File: config.mk
export PLATFORM = sky130hd
export DESIGN_NAME = sxe_exec_unit
export DESIGN_NICKNAME = d
export VERILOG_FILES = /design/src/pkg/sxe_pkg.sv /design/src/logic/sxe_exec_unit.sv
export VERILOG_INCLUDE_DIRS = /design/src /design/src/pkg
export SDC_FILE = /design/constraint.sdc
export NUM_CORES = 2
export LEC_CHECK = 0
export BUFFER_PORTS_ARGS = -buffer_cell sky130_fd_sc_hd__buf_4
export CELL_PAD_IN_SITES_DETAIL_PLACEMENT = 2
export CELL_PAD_IN_SITES_GLOBAL_PLACEMENT = 2
export CORE_ASPECT_RATIO = 0.6
export CORE_MARGIN = 2
export CORE_UTILIZATION = 31
export CTS_CLUSTER_DIAMETER = 60
export DETAILED_ROUTE_END_ITERATION = 10
export MAX_ROUTING_LAYER = met4
export PLACE_DENSITY = 0.52
export SETUP_SLACK_MARGIN = 0.1
export SYNTH_ARGS = -nofsm -noshare
export SYNTH_HDL_FRONTEND = slang
export SYNTH_SLANG_ARGS = --single-unit
File: constraint.sdc
create_clock -name clk_in -period 8.3 [get_ports clk_in]
set_input_delay 0 -clock clk_in [delete_from_list [all_inputs] [get_ports clk_in]]
set_output_delay 0 -clock clk_in [all_outputs]
set_load 0.02 [all_outputs]
File: src/pkg/sxe_defs.svh
// Register offsets, field positions and reset values of the execution unit
`ifndef SXE_DEFS_SVH
`define SXE_DEFS_SVH
`define SXE_ADR_INSTR 8'h00
`define SXE_ADR_ACCUM 8'h04
`define SXE_ADR_FLAGS 8'h08
`define SXE_ADR_DIR 8'h0c
`define SXE_ADR_FADR 8'h10
`define SXE_ADR_FDAT 8'h14
`define SXE_ADR_STAT 8'h18
`define SXE_FLAG_C 0
`define SXE_FLAG_DC 1
`define SXE_FLAG_Z 2
`define SXE_STAT_BUSY 0
`define SXE_STAT_BAD 1
`define SXE_STAT_REFUSED 2
`define SXE_RST_BYTE 8'h00
`define SXE_RST_DIR 8'hff
`endif

File: src/pkg/sxe_pkg.sv
// Types and opcode decoding of the execution unit
`default_nettype none
package sxe_pkg;
  // Instruction cycle phases, one-hot
  typedef enum logic [4:0] {
    ST_IDLE = 5'h01,
    ST_Q1 = 5'h02,
    ST_Q2 = 5'h04,
    ST_Q3 = 5'h08,
    ST_Q4 = 5'h10
  } sxe_state_e;

  // Operation classes
  typedef enum logic [2:0] {
    OP_NONE = 3'h0,
    OP_LSUB = 3'h1,
    OP_RSUB = 3'h2,
    OP_SWAP = 3'h3,
    OP_RXOR = 3'h4,
    OP_LXOR = 3'h5,
    OP_DIR = 3'h6
  } sxe_op_e;

  // Maps a 14-bit instruction word to its operation class
  function automatic sxe_op_e sxe_decode(input logic [13:0] ir);
    sxe_op_e op;
    op = OP_NONE;
    if (ir[13:9] == 5'h1e) op = OP_LSUB;
    else if (ir[13:8] == 6'h3a) op = OP_LXOR;
    else if (ir[13:8] == 6'h02) op = OP_RSUB;
    else if (ir[13:8] == 6'h0e) op = OP_SWAP;
    else if (ir[13:8] == 6'h06) op = OP_RXOR;
    else if (ir[13:3] == 11'h00c) op = OP_DIR;
    return op;
  endfunction : sxe_decode
endpackage : sxe_pkg
`default_nettype wire
File: src/logic/sxe_exec_unit.sv
// Subtract, swap, exclusive-OR and direction-load datapath with a Wishbone slave
`timescale 1ns/1ps
`default_nettype none
`include "sxe_defs.svh"
module sxe_exec_unit
  import sxe_pkg::*;
(
  input wire logic clk_in, // 50 MHz core clock
  input wire logic rstn_in, // Synchronous reset, active low
  input wire logic wb_cyc_in, // Bus cycle
  input wire logic wb_stb_in, // Strobe
  input wire logic wb_we_in, // Write enable
  input wire logic [7:0] wb_adr_in, // Byte address
  input wire logic [3:0] wb_sel_in, // Byte lanes
  input wire logic [31:0] wb_dat_in, // Write data
  output logic [31:0] wb_dat_out, // Read data
  output logic wb_ack_out // Acknowledge
);
  // Merges write data into an old word under the byte lanes
  function automatic logic [31:0] sxe_merge(input logic [31:0] old, input logic [31:0] nw,
                                            input logic [3:0] sel);
    logic [31:0] r;
    r = old;
    for (int i = 0; i < 4; i++) begin
      if (sel[i]) r[i*8 +: 8] = nw[i*8 +: 8];
    end
    return r;
  endfunction : sxe_merge

  sxe_state_e state_ff, nxt_state; // Phase of the instruction cycle
  sxe_op_e op_ff, nxt_op; // Decoded operation
  logic [13:0] ir_ff, nxt_ir; // Instruction word
  logic [7:0] w_ff, nxt_w; // Accumulator
  logic c_ff, nxt_c; // Carry, no borrow
  logic dc_ff, nxt_dc; // Digit carry
  logic z_ff, nxt_z; // Zero
  logic [7:0] opb_ff, nxt_opb; // Operand read in Q2
  logic [7:0] res_ff, nxt_res; // Result of Q3
  logic fc_ff, nxt_fc; // Carry computed in Q3
  logic fdc_ff, nxt_fdc; // Digit carry computed in Q3
  logic bad_ff, nxt_bad; // Illegal instruction seen
  logic ref_ff, nxt_ref; // Instruction refused while busy
  logic [6:0] fadr_ff, nxt_fadr; // Software file pointer
  logic [7:0] dir_ff [3]; // Direction registers 5..7
  logic [7:0] nxt_dir [3];
  logic [7:0] file_mem [128]; // File registers
  logic mem_we; // File write strobe
  logic [6:0] mem_wa; // File write address
  logic [7:0] mem_wd; // File write data
  logic ack_ff, nxt_ack; // Bus acknowledge
  logic [31:0] rd_ff, nxt_rd; // Bus read data
  logic req; // New bus request
  logic wr; // Bus write takes effect
  logic idle; // No instruction running
  logic [8:0] diff9; // Full subtraction with carry
  logic [4:0] diff5; // Low-nibble subtraction
  logic [31:0] rmux; // Read data selection

  assign req = wb_cyc_in & wb_stb_in & ~ack_ff;
  assign wr = wb_cyc_in & wb_stb_in & wb_we_in & ack_ff;
  assign idle = (state_ff == ST_IDLE);
  assign wb_ack_out = ack_ff;
  assign wb_dat_out = rd_ff;

  // Subtraction of the accumulator from operand b as b plus inverted accumulator plus one
  assign diff9 = {1'b0, opb_ff} + {1'b0, ~w_ff} + 9'h001;
  assign diff5 = {1'b0, opb_ff[3:0]} + {1'b0, ~w_ff[3:0]} + 5'h01;

  // Register read selection; unmapped offsets read zero
  always_comb begin
    rmux = 32'h0;
    unique case (wb_adr_in)
      `SXE_ADR_INSTR: rmux = {18'h0, ir_ff};
      `SXE_ADR_ACCUM: rmux = {24'h0, w_ff};
      `SXE_ADR_FLAGS: rmux = {29'h0, z_ff, dc_ff, c_ff};
      `SXE_ADR_DIR: rmux = {8'h0, dir_ff[2], dir_ff[1], dir_ff[0]};
      `SXE_ADR_FADR: rmux = {25'h0, fadr_ff};
      `SXE_ADR_FDAT: rmux = {24'h0, file_mem[fadr_ff]};
      `SXE_ADR_STAT: rmux = {21'h0, state_ff, 3'h0, ref_ff, bad_ff, ~idle};
      default: rmux = 32'h0;
    endcase
  end

  // Bus slave next state: one wait state, then a single-cycle ack
  always_comb begin
    nxt_ack = req;
    nxt_rd = req ? rmux : rd_ff;
  end

  // Bus slave registers
  always_ff @(posedge clk_in) begin
    if (!rstn_in) begin
      ack_ff <= 1'b0;
      rd_ff <= 32'h0;
    end else begin
      ack_ff <= nxt_ack;
      rd_ff <= nxt_rd;
    end
  end

  // Instruction sequencer and software writes
  always_comb begin
    logic [31:0] m;
    m = 32'h0;
    nxt_state = state_ff;
    nxt_op = op_ff;
    nxt_ir = ir_ff;
    nxt_w = w_ff;
    nxt_c = c_ff;
    nxt_dc = dc_ff;
    nxt_z = z_ff;
    nxt_opb = opb_ff;
    nxt_res = res_ff;
    nxt_fc = fc_ff;
    nxt_fdc = fdc_ff;
    nxt_bad = bad_ff;
    nxt_ref = ref_ff;
    nxt_fadr = fadr_ff;
    nxt_dir = dir_ff;
    mem_we = 1'b0;
    mem_wa = ir_ff[6:0];
    mem_wd = res_ff;
    unique case (state_ff)
      ST_IDLE: begin
        // Software owns the state only between instructions
        if (wr) begin
          unique case (wb_adr_in)
            `SXE_ADR_INSTR: begin
              m = sxe_merge({18'h0, ir_ff}, wb_dat_in, wb_sel_in);
              nxt_ir = m[13:0];
              nxt_bad = 1'b0;
              nxt_ref = 1'b0;
              nxt_state = ST_Q1;
            end
            `SXE_ADR_ACCUM: begin
              m = sxe_merge({24'h0, w_ff}, wb_dat_in, wb_sel_in);
              nxt_w = m[7:0];
            end
            `SXE_ADR_FLAGS: begin
              m = sxe_merge({29'h0, z_ff, dc_ff, c_ff}, wb_dat_in, wb_sel_in);
              nxt_c = m[`SXE_FLAG_C];
              nxt_dc = m[`SXE_FLAG_DC];
              nxt_z = m[`SXE_FLAG_Z];
            end
            `SXE_ADR_FADR: begin
              m = sxe_merge({25'h0, fadr_ff}, wb_dat_in, wb_sel_in);
              nxt_fadr = m[6:0];
            end
            `SXE_ADR_FDAT: begin
              m = sxe_merge({24'h0, file_mem[fadr_ff]}, wb_dat_in, wb_sel_in);
              mem_we = 1'b1;
              mem_wa = fadr_ff;
              mem_wd = m[7:0];
            end
            default: m = 32'h0;
          endcase
        end
      end
      ST_Q1: begin
        // Decode
        nxt_op = sxe_decode(ir_ff);
        nxt_state = ST_Q2;
        if (wr && wb_adr_in == `SXE_ADR_INSTR) nxt_ref = 1'b1;
      end
      ST_Q2: begin
        // Read the literal or the file register
        if (op_ff == OP_LSUB || op_ff == OP_LXOR) nxt_opb = ir_ff[7:0];
        else nxt_opb = file_mem[ir_ff[6:0]];
        nxt_state = ST_Q3;
        if (wr && wb_adr_in == `SXE_ADR_INSTR) nxt_ref = 1'b1;
      end
      ST_Q3: begin
        // Process
        nxt_fc = diff9[8];
        nxt_fdc = diff5[4];
        unique case (op_ff)
          OP_LSUB, OP_RSUB: nxt_res = diff9[7:0];
          OP_SWAP: nxt_res = {opb_ff[3:0], opb_ff[7:4]};
          OP_RXOR, OP_LXOR: nxt_res = opb_ff ^ w_ff;
          OP_DIR: begin
            nxt_res = w_ff;
            if (ir_ff[2:0] < 3'h5) nxt_bad = 1'b1;
          end
          OP_NONE: begin
            nxt_res = 8'h00;
            nxt_bad = 1'b1;
          end
          default: nxt_res = 8'h00;
        endcase
        nxt_state = ST_Q4;
        if (wr && wb_adr_in == `SXE_ADR_INSTR) nxt_ref = 1'b1;
      end
      ST_Q4: begin
        // Write the destination
        unique case (op_ff)
          OP_LSUB, OP_LXOR: nxt_w = res_ff;
          OP_RSUB, OP_SWAP, OP_RXOR: begin
            if (ir_ff[7]) mem_we = 1'b1;
            else nxt_w = res_ff;
          end
          OP_DIR: begin
            if (!bad_ff) nxt_dir[ir_ff[1:0] - 2'h1] = w_ff;
          end
          default: nxt_w = w_ff;
        endcase
        if (op_ff == OP_LSUB || op_ff == OP_RSUB) begin
          nxt_c = fc_ff;
          nxt_dc = fdc_ff;
        end
        if (op_ff == OP_LSUB || op_ff == OP_RSUB || op_ff == OP_RXOR || op_ff == OP_LXOR)
          nxt_z = (res_ff == 8'h00);
        nxt_state = ST_IDLE;
        if (wr && wb_adr_in == `SXE_ADR_INSTR) nxt_ref = 1'b1;
      end
      default: nxt_state = ST_IDLE;
    endcase
  end

  // Sequencer registers
  always_ff @(posedge clk_in) begin
    if (!rstn_in) begin
      state_ff <= ST_IDLE;
      op_ff <= OP_NONE;
      ir_ff <= 14'h0;
      w_ff <= `SXE_RST_BYTE;
      c_ff <= 1'b0;
      dc_ff <= 1'b0;
      z_ff <= 1'b0;
      opb_ff <= `SXE_RST_BYTE;
      res_ff <= `SXE_RST_BYTE;
      fc_ff <= 1'b0;
      fdc_ff <= 1'b0;
      bad_ff <= 1'b0;
      ref_ff <= 1'b0;
      fadr_ff <= 7'h0;
      dir_ff <= '{`SXE_RST_DIR, `SXE_RST_DIR, `SXE_RST_DIR};
    end else begin
      state_ff <= nxt_state;
      op_ff <= nxt_op;
      ir_ff <= nxt_ir;
      w_ff <= nxt_w;
      c_ff <= nxt_c;
      dc_ff <= nxt_dc;
      z_ff <= nxt_z;
      opb_ff <= nxt_opb;
      res_ff <= nxt_res;
      fc_ff <= nxt_fc;
      fdc_ff <= nxt_fdc;
      bad_ff <= nxt_bad;
      ref_ff <= nxt_ref;
      fadr_ff <= nxt_fadr;
      dir_ff <= nxt_dir;
    end
  end

  // File register storage, no reset
  always_ff @(posedge clk_in) begin
    if (mem_we) file_mem[mem_wa] <= mem_wd;
  end

  // Checks
  a_lsub_result: assert property (@(posedge clk_in) disable iff (!rstn_in)
    (state_ff == ST_Q3 && op_ff == OP_LSUB) |-> ##2
    (w_ff == 8'($past(opb_ff, 2) - $past(w_ff, 2))))
    else $error("literal subtract result wrong");
  a_carry_pos: assert property (@(posedge clk_in) disable iff (!rstn_in)
    (state_ff == ST_Q3 && (op_ff == OP_LSUB || op_ff == OP_RSUB) && opb_ff > w_ff)
    |-> ##2 (c_ff && !z_ff))
    else $error("positive result flags wrong");
  a_zero_sub: assert property (@(posedge clk_in) disable iff (!rstn_in)
    (state_ff == ST_Q3 && (op_ff == OP_LSUB || op_ff == OP_RSUB) && opb_ff == w_ff)
    |-> ##2 (c_ff && z_ff))
    else $error("zero result flags wrong");
  a_borrow_neg: assert property (@(posedge clk_in) disable iff (!rstn_in)
    (state_ff == ST_Q3 && (op_ff == OP_LSUB || op_ff == OP_RSUB) && opb_ff < w_ff)
    |-> ##2 !c_ff)
    else $error("borrow not flagged");
  a_rsub_dest: assert property (@(posedge clk_in) disable iff (!rstn_in)
    (state_ff == ST_Q4 && op_ff == OP_RSUB) |->
    (mem_we == ir_ff[7]) && (w_ff == $past(w_ff)) ##1 (ir_ff[7] || w_ff == $past(res_ff)))
    else $error("register subtract routing wrong");
  a_swap_flags: assert property (@(posedge clk_in) disable iff (!rstn_in)
    (state_ff == ST_Q3 && op_ff == OP_SWAP) |=>
    (res_ff == {$past(opb_ff[3:0]), $past(opb_ff[7:4])}) ##1
    ({c_ff, dc_ff, z_ff} == $past({c_ff, dc_ff, z_ff}, 2)))
    else $error("nibble exchange wrong");
  a_dir_load: assert property (@(posedge clk_in) disable iff (!rstn_in)
    (state_ff == ST_Q4 && op_ff == OP_DIR && ir_ff[2:0] == 3'h5) |=>
    (dir_ff[0] == $past(w_ff)) && ({c_ff, dc_ff, z_ff} == $past({c_ff, dc_ff, z_ff})))
    else $error("direction load wrong");
  a_xor_zero: assert property (@(posedge clk_in) disable iff (!rstn_in)
    (state_ff == ST_Q3 && (op_ff == OP_RXOR || op_ff == OP_LXOR)) |-> ##2
    (z_ff == ($past(opb_ff, 2) == $past(w_ff, 2))) && (c_ff == $past(c_ff, 2)))
    else $error("xor zero flag wrong");
  a_phase_walk: assert property (@(posedge clk_in) disable iff (!rstn_in)
    (state_ff == ST_Q1) |=> (state_ff == ST_Q2) ##1 (state_ff == ST_Q3)
    ##1 (state_ff == ST_Q4) ##1 (state_ff == ST_IDLE))
    else $error("phase sequence broken");
  a_dc_borrow: assert property (@(posedge clk_in) disable iff (!rstn_in)
    (state_ff == ST_Q3 && (op_ff == OP_LSUB || op_ff == OP_RSUB)) |-> ##2
    (dc_ff == ($past(opb_ff[3:0], 2) >= $past(w_ff[3:0], 2))))
    else $error("digit carry wrong");
endmodule : sxe_exec_unit
`default_nettype wire

Yosys cells after proc, flatten, opt, wreduce, memory -nomap -nowiden --
Memory sizes are Yosys's and may differ from the RTL's. A register that Yosys moved wholly into a read port is not among the register bits. Index checks and enable logic that the tools add are counted.
Cells by class: add/subtract/negate cells 5, muxes and demuxes 59, eq/ne operators 35, multiply operators 0, bitwise logic cells 11, div/mod/pow operators 0, magnitude comparators 3, shifts and indexed selects 0, reduce and logical (&&, ||, !) cells 27
Operators by type and width (number):
- one-hot mux 24 bit (7 select lines) | 1
- two-way mux 8 bit | 10
- two-way mux 7 bit | 7
- one-hot mux 8 bit (2 select lines) | 2
- one-hot mux 8 bit (4 select lines) | 1
- bitwise mux 24 bit | 1
- equality test 8 x 5 -> 1 bit (second input constant) | 3
- two-way mux 3 bit | 7
- one-hot mux 5 bit (4 select lines) | 1
- two-way mux 1 bit | 19
- demux 8 bit (select 2 bit) | 1
- equality test 8 x 4 -> 1 bit (second input constant) | 2
- zero test 8 bit | 2
- AND reduction 4 bit | 4
- AND reduction 5 bit | 3
- one-hot mux 1 bit (2 select lines) | 7
- equality test 11 x 4 -> 1 bit (second input constant) | 1
- equality test 5 bit (second input constant) | 2
- two-way mux 5 bit | 2
- adder 8 x 8 -> 9 bit | 1
- adder 9 x 1 -> 9 bit (second input constant) | 1
- equality test 3 bit (second input constant) | 3
- equality test 8 x 3 -> 1 bit (second input constant) | 1
- != test 2 x 1 -> 1 bit (second input constant) | 4
- 36 further kinds | 54
Word-level totals: memories 1, latch bits 0, logic and storage cells 161, register bits after elaboration 117, memory bits (writable) 1024, ROM bits 0
Memory list:
- file_mem | depth 128, width 8, rd ports 2, clocked after memory_dff 2, wr ports 1, RTL line sxe_exec_unit.sv:46 | logic [7:0] file_mem [128];

Logic depth before layout (Yosys ltp) --
depth after elaboration 7, gate-level depth with buffers 12, mapped depth without buffers 11

Worst setup path after synthesis --
Ideal clock, no wire load.
path kind reg2reg, start register (tool-made name), end memory file_mem[0][6] (data pin), slack 3795 ps, required time 7768 ps, stages on the path, launching flop included 11, library setup time 532 ps, data arrival time 3973 ps, period minus slack after synthesis 4505 ps, cells stage by stage dfxtp_1 clkbuf_1 clkbuf_1 buf_1 buf_2 mux4_2 nand2_1 nand3_1 nand3_1 o31ai_1 a221o_1
RTL lines (RTL line):
- to (decl) | sxe_exec_unit.sv:46

Worst setup path after layout --
start register state_ff[4], end memory file_mem[94][3] (enable)
On the way: longest elaborated chain between the ends 4, elaborated cells on any way between the ends 6
RTL lines:
- from (decl) | RTL line sxe_exec_unit.sv:30 | sxe_state_e state_ff, nxt_state;
- from (signal assigned) | RTL line sxe_exec_unit.sv:238 | state_ff <= nxt_state;
- equality test 5 bit / equality test 5 x 1 -> 1 bit (equally long branches) | RTL line sxe_exec_unit.sv:123 | unique case (state_ff)
- one-hot mux 1 bit (2 select lines) | RTL line sxe_exec_unit.sv:123
- two-way mux 1 bit | RTL line sxe_exec_unit.sv:258 | if (mem_we) file_mem[mem_wa] <= mem_wd;
- two-way mux 1 bit (not written as such) | RTL line sxe_exec_unit.sv:258
Parallel ways exist; a longest one is shown, timed or not.

==> run_summary.xml <==
<?xml version="1.0" encoding="UTF-8"?>
<metrics>
  <group name="outcome">
    <metric name="outcome" unit="">finished clean</metric>
  </group>
  <group name="setup_path">
    <metric name="cp_max_fo" unit="">35</metric>
    <metric name="ff2ff_path_depth" unit="">7</metric>
    <metric name="cp.required" unit="ns">8.67</metric>
    <metric name="regToRegEndpoint" unit="">file_mem[94][3]</metric>
    <metric name="timing.critical_path.from_type" unit="">flop</metric>
    <metric name="setup.worst_path.class" unit="">flop to flop</metric>
    <metric name="ff2ff_setup_slack" unit="ns">2.31</metric>
    <metric name="reg2reg_from" unit="">state_ff[4]</metric>
    <metric name="critical_path.endpoint_type" unit="">flop</metric>
    <metric name="worst-endpoint-arrival" unit="ns">6.36</metric>
    <metric name="critical_path.startpoint" unit="">state_ff[4]</metric>
  </group>
  <group name="timing">
    <metric name="worstMarginPinSlew" unit="ns">1.427</metric>
    <metric name="report.final.hold_viol_count" unit="">0</metric>
    <metric name="final_period_minus_worst_setup_slack" unit="ns">5.986</metric>
    <metric name="fin_skew" unit="ns">0.05042</metric>
    <metric name="timing.final.crit_share" unit="">0.7212</metric>
    <metric name="setup_repair_after_global_routing_missed_its_margin" unit="">no</metric>
    <metric name="timing.setup.tns" unit="ns">0</metric>
    <metric name="final_report_max_slew_violation_count" unit="">0</metric>
    <metric name="maxSlewHeadroom" unit="">0.04885</metric>
    <metric name="setup_violations" unit="">0</metric>
    <metric name="max_freq" unit="MHz">167.1</metric>
  </group>
  <group name="hold_path">
    <metric name="worstHoldStart" unit="">wb_dat_in[7]</metric>
    <metric name="hp-class" unit="">primary input to flop</metric>
    <metric name="worst_hold_path.endpoint" unit="">ir_ff[7]</metric>
    <metric name="hold-path-cell-count" unit="">4</metric>
  </group>
  <group name="global_route">
    <metric name="grt_first_pass_wirelength" unit="mm">297.1</metric>
    <metric name="grt_most_used_layer" unit="">met1</metric>
    <metric name="grt_util_met2" unit="">0.3290</metric>
    <metric name="antenna_found_initial" unit="">21</metric>
    <metric name="grt_pass1_vias" unit="">35139</metric>
    <metric name="grt_util_all_layers" unit="">0.2472</metric>
    <metric name="groute.layer.met1.usage" unit="">0.3897</metric>
    <metric name="grt-ovfl-total" unit="">0</metric>
    <metric name="use_met3" unit="">0.04301</metric>
    <metric name="largest_net_degree_at_the_start_of_global_routing" unit="">110</metric>
  </group>
  <group name="drt">
    <metric name="avgRoutedWirePerCell" unit="um">37.70</metric>
    <metric name="avgViaCountPerCell" unit="">5.972</metric>
    <metric name="detail_route.wirelength" unit="mm">213.8</metric>
    <metric name="drt_iter0_markers" unit="">4137</metric>
    <metric name="dr_total_vias" unit="">33869</metric>
    <metric name="drc_violation_count_after_routing" unit="">0</metric>
    <metric name="drtPass1Iterations" unit="">8</metric>
    <metric name="drtAntennaViolNets" unit="">0</metric>
  </group>
  <group name="clock_tree">
    <metric name="clk_pin_slew_worst_paths" unit="ns">0.07</metric>
    <metric name="clock_latency" unit="ns">0.78</metric>
    <metric name="cts_made_buffers" unit="">121</metric>
    <metric name="clock_sinks" unit="">1147</metric>
    <metric name="ctsHtreeMaxLevel" unit="">3</metric>
    <metric name="clockBufferDepth" unit="">3</metric>
    <metric name="clockRootBuffer" unit="">sky130_fd_sc_hd__clkbuf_16</metric>
    <metric name="clock_tree_from_tritoncts" unit="">done</metric>
    <metric name="post_cts.resized_instances" unit="">0</metric>
  </group>
  <group name="floorplan">
    <metric name="core_region_area" unit="mm^2">0.1727</metric>
    <metric name="die_width" unit="um">542.6</metric>
    <metric name="die-area" unit="mm^2">0.1775</metric>
    <metric name="io_pins" unit="">82</metric>
    <metric name="chip_height" unit="um">327.2</metric>
    <metric name="rows" unit="">118</metric>
    <metric name="initial_core_util" unit="">0.3124</metric>
  </group>
  <group name="final_layout">
    <metric name="most-common-layout-cells" unit="">sky130_fd_sc_hd__edfxtp_1, sky130_fd_sc_hd__mux4_2, sky130_fd_sc_hd__nor2_1, sky130_fd_sc_hd__nand2_1, sky130_fd_sc_hd__buf_4</metric>
    <metric name="post-route-cell-area" unit="mm^2">0.06145</metric>
    <metric name="area_delta_synth_final" unit="%">13.87</metric>
    <metric name="fin_nets" unit="">3342</metric>
    <metric name="layout.cells.most_common" unit="">sky130_fd_sc_hd__edfxtp_1</metric>
    <metric name="final_layout_size_suffix_gt1_frac" unit="">0.2930</metric>
  </group>
  <group name="placement">
    <metric name="placement.io_buffers" unit="">53</metric>
    <metric name="placed_cell_areas" unit="mm^2">0.05726</metric>
    <metric name="gp_congestion" unit="">0.8607</metric>
    <metric name="dpl_hpwl" unit="mm">145.9</metric>
  </group>
  <group name="synthesis">
    <metric name="syn-instance-count" unit="">3218</metric>
    <metric name="part_of_the_yosys_area_used_for_sequential_elements" unit="">0.6155</metric>
    <metric name="synth-seq-cells" unit="">1147</metric>
    <metric name="synth_edf_count" unit="">1024</metric>
    <metric name="postSynth.topFlopCell" unit="">sky130_fd_sc_hd__edfxtp_1</metric>
    <metric name="syn-cell-area" unit="mm^2">0.05396</metric>
    <metric name="synth-async-reset-ratio" unit="">0</metric>
    <metric name="syn_area_per_cell" unit="um^2">16.77</metric>
    <metric name="synth_cell_type_count" unit="">75</metric>
    <metric name="number_of_warnings_reported_in_the_yosys_synthesis_log" unit="">0</metric>
  </group>
  <group name="run">
    <metric name="drv.max_cap_violation_count" unit="">0</metric>
  </group>
  <group name="power">
    <metric name="total_leakage_power" unit="nW">19.12</metric>
    <metric name="total_power" unit="mW">11.71</metric>
    <metric name="ir_worst_vdd" unit="uV">161.7</metric>
    <metric name="pwr_dens" unit="mW/mm^2">190.5</metric>
  </group>
</metrics>
-- worst max path at each step --
stage                 endpoint  slack (ns)  depth (start not counted)
6_report       file_mem[94][3]        2.31                          7
5_1_grt        file_mem[94][3]        2.23                          7
4_1_cts        file_mem[56][5]        2.28                          8
3_5_place_dp   file_mem[35][5]        2.31                          8
3_3_place_gp   file_mem[34][5]        2.66                          8
2_1_floorplan   file_mem[0][6]        3.80                         10
-- worst max-delay path, cell delays in order, from the launching register on --
cell and delay [ns]:
sky130_fd_sc_hd__dfxtp_1 0.36, sky130_fd_sc_hd__nor2_1 0.30, sky130_fd_sc_hd__nand4bb_1 0.62, sky130_fd_sc_hd__nor4_4 0.50
sky130_fd_sc_hd__buf_4 0.43, sky130_fd_sc_hd__mux2i_1 0.95, sky130_fd_sc_hd__nand3_2 1.12, sky130_fd_sc_hd__nor2_1 1.26
-- what timing repair did --
item,in CTS,in global routing
endpoints found under the hold margin,105,0
hold buffers,33,0
buffers inserted,0,0
-- logic make-up (layout without fill, tap and decap cells) --
kind of cell / Yosys count / count (layout) / synth area share
DFF: 1147 / 1147 / 0.6155
muxes: 735 / 735 / 0.2507
and+or+nand+nor: 618 / 618 / 0.05245
AOI/OAI and AO/OA: 418 / 418 / 0.05586
buffers and inverters: 285 / 449 / 0.02235
adders and majority gates: 9 / 9 / 0.002226
xor gates and xnor gates: 5 / 5 / 0.0008115
other: 1 / 10 / 0.00006950
-- report_power, final --
part,switching (mW),internal [mW]
logic,0.0364,0.0213
registers,0.000251,6.19
clock network,2.46,3.00
total,2.50,9.21
-- flip-flops by register name, summed over array words and instances, names as in the netlist, 3 cells and up, named ones only --
name	flops
file_mem	1024
wb_dat_out	24
state_ff	5
dir_ff	24
w_ff	8
ir_ff	14
opb_ff	8
op_ff	3
fadr_ff	7
res_ff	8
-- synthesized netlist by cell type (5+ instances only) --
cell / number / area share
sky130_fd_sc_hd__nand2_1: 182 / 0.013
sky130_fd_sc_hd__a22oi_1: 40 / 0.0056
sky130_fd_sc_hd__o31ai_1: 8 / 0.0011
sky130_fd_sc_hd__nor3_1: 38 / 0.0035
sky130_fd_sc_hd__buf_4: 10 / 0.0014
sky130_fd_sc_hd__mux2i_1: 142 / 0.026
sky130_fd_sc_hd__clkbuf_1: 146 / 0.010
sky130_fd_sc_hd__nand3b_1: 6 / 0.00083
sky130_fd_sc_hd__nand3_1: 67 / 0.0062
sky130_fd_sc_hd__a21boi_0: 11 / 0.0015
sky130_fd_sc_hd__buf_1: 44 / 0.0031
sky130_fd_sc_hd__nor2b_1: 25 / 0.0029
sky130_fd_sc_hd__mux2_2: 110 / 0.023
sky130_fd_sc_hd__ha_1: 8 / 0.0019
sky130_fd_sc_hd__o221ai_1: 5 / 0.00081
sky130_fd_sc_hd__a221o_1: 26 / 0.0048
sky130_fd_sc_hd__o22ai_1: 11 / 0.0013
sky130_fd_sc_hd__and2_1: 6 / 0.00070
sky130_fd_sc_hd__mux4_2: 482 / 0.20
sky130_fd_sc_hd__nor2_1: 206 / 0.014
sky130_fd_sc_hd__a32oi_1: 7 / 0.0011
sky130_fd_sc_hd__a211oi_1: 25 / 0.0035
sky130_fd_sc_hd__a2111oi_0: 5 / 0.00081
sky130_fd_sc_hd__a22o_1: 8 / 0.0013
sky130_fd_sc_hd__o21ai_0: 37 / 0.0034
sky130_fd_sc_hd__a311oi_1: 9 / 0.0015
sky130_fd_sc_hd__and3_1: 17 / 0.0020
sky130_fd_sc_hd__or2_2: 15 / 0.0017
sky130_fd_sc_hd__inv_1: 24 / 0.0017
sky130_fd_sc_hd__o211ai_1: 45 / 0.0063
sky130_fd_sc_hd__nor3b_1: 13 / 0.0018
sky130_fd_sc_hd__a31oi_1: 21 / 0.0024
sky130_fd_sc_hd__a21oi_1: 82 / 0.0076
sky130_fd_sc_hd__buf_2: 55 / 0.0051
sky130_fd_sc_hd__a221oi_1: 53 / 0.0086
sky130_fd_sc_hd__nand4_1: 11 / 0.0013
sky130_fd_sc_hd__nand2b_1: 11 / 0.0013
sky130_fd_sc_hd__dfxtp_1: 123 / 0.046
sky130_fd_sc_hd__edfxtp_1: 1024 / 0.57
-- layer usage --
| layer | vias up | wire [um] | part of all wire |
|---|---|---|---|
| li1 | 13459 | - | - |
| met2 | 1314 | 87460 | 0.41 |
| met4 | 0 | 3882 | 0.018 |
| met1 | 18871 | 106200 | 0.50 |
| met3 | 225 | 16220 | 0.076 |
| met5 | - | 0 | 0 |
-- final cells by class --
| class | instances | area, um^2 |
|---|---|---|
| Multi-Input combinational cell | 1793 | 19730 |
| Inverter | 26 | 97.59 |
| Tap cell | 2280 | 2853 |
| Antenna cell | 2 | 5.005 |
| Clock buffer | 169 | 3339 |
| Timing Repair Buffer | 195 | 1672 |
| Fill cell | 16934 | 111300 |
| Clock inverter | 59 | 509.2 |
| Sequential cell | 1147 | 33240 |
-- through the flow --
stage | util | hold slack, ns | setup slack (ns) | std cells
after floorplan | - | 0.1438 | 3.795 | 3225
after global placement | 0.3315 | 0.2358 | 2.658 | 5408
after detailed placement | 0.3315 | 0.2492 | 2.307 | 5408
after CTS | 0.3557 | 0.01431 | 2.279 | 5669
after global routing | 0.3557 | 0.07478 | 2.228 | 5669
final | 0.3557 | 0.05540 | 2.314 | 5671
No activity file was read; power rests on OpenSTA's default activity.
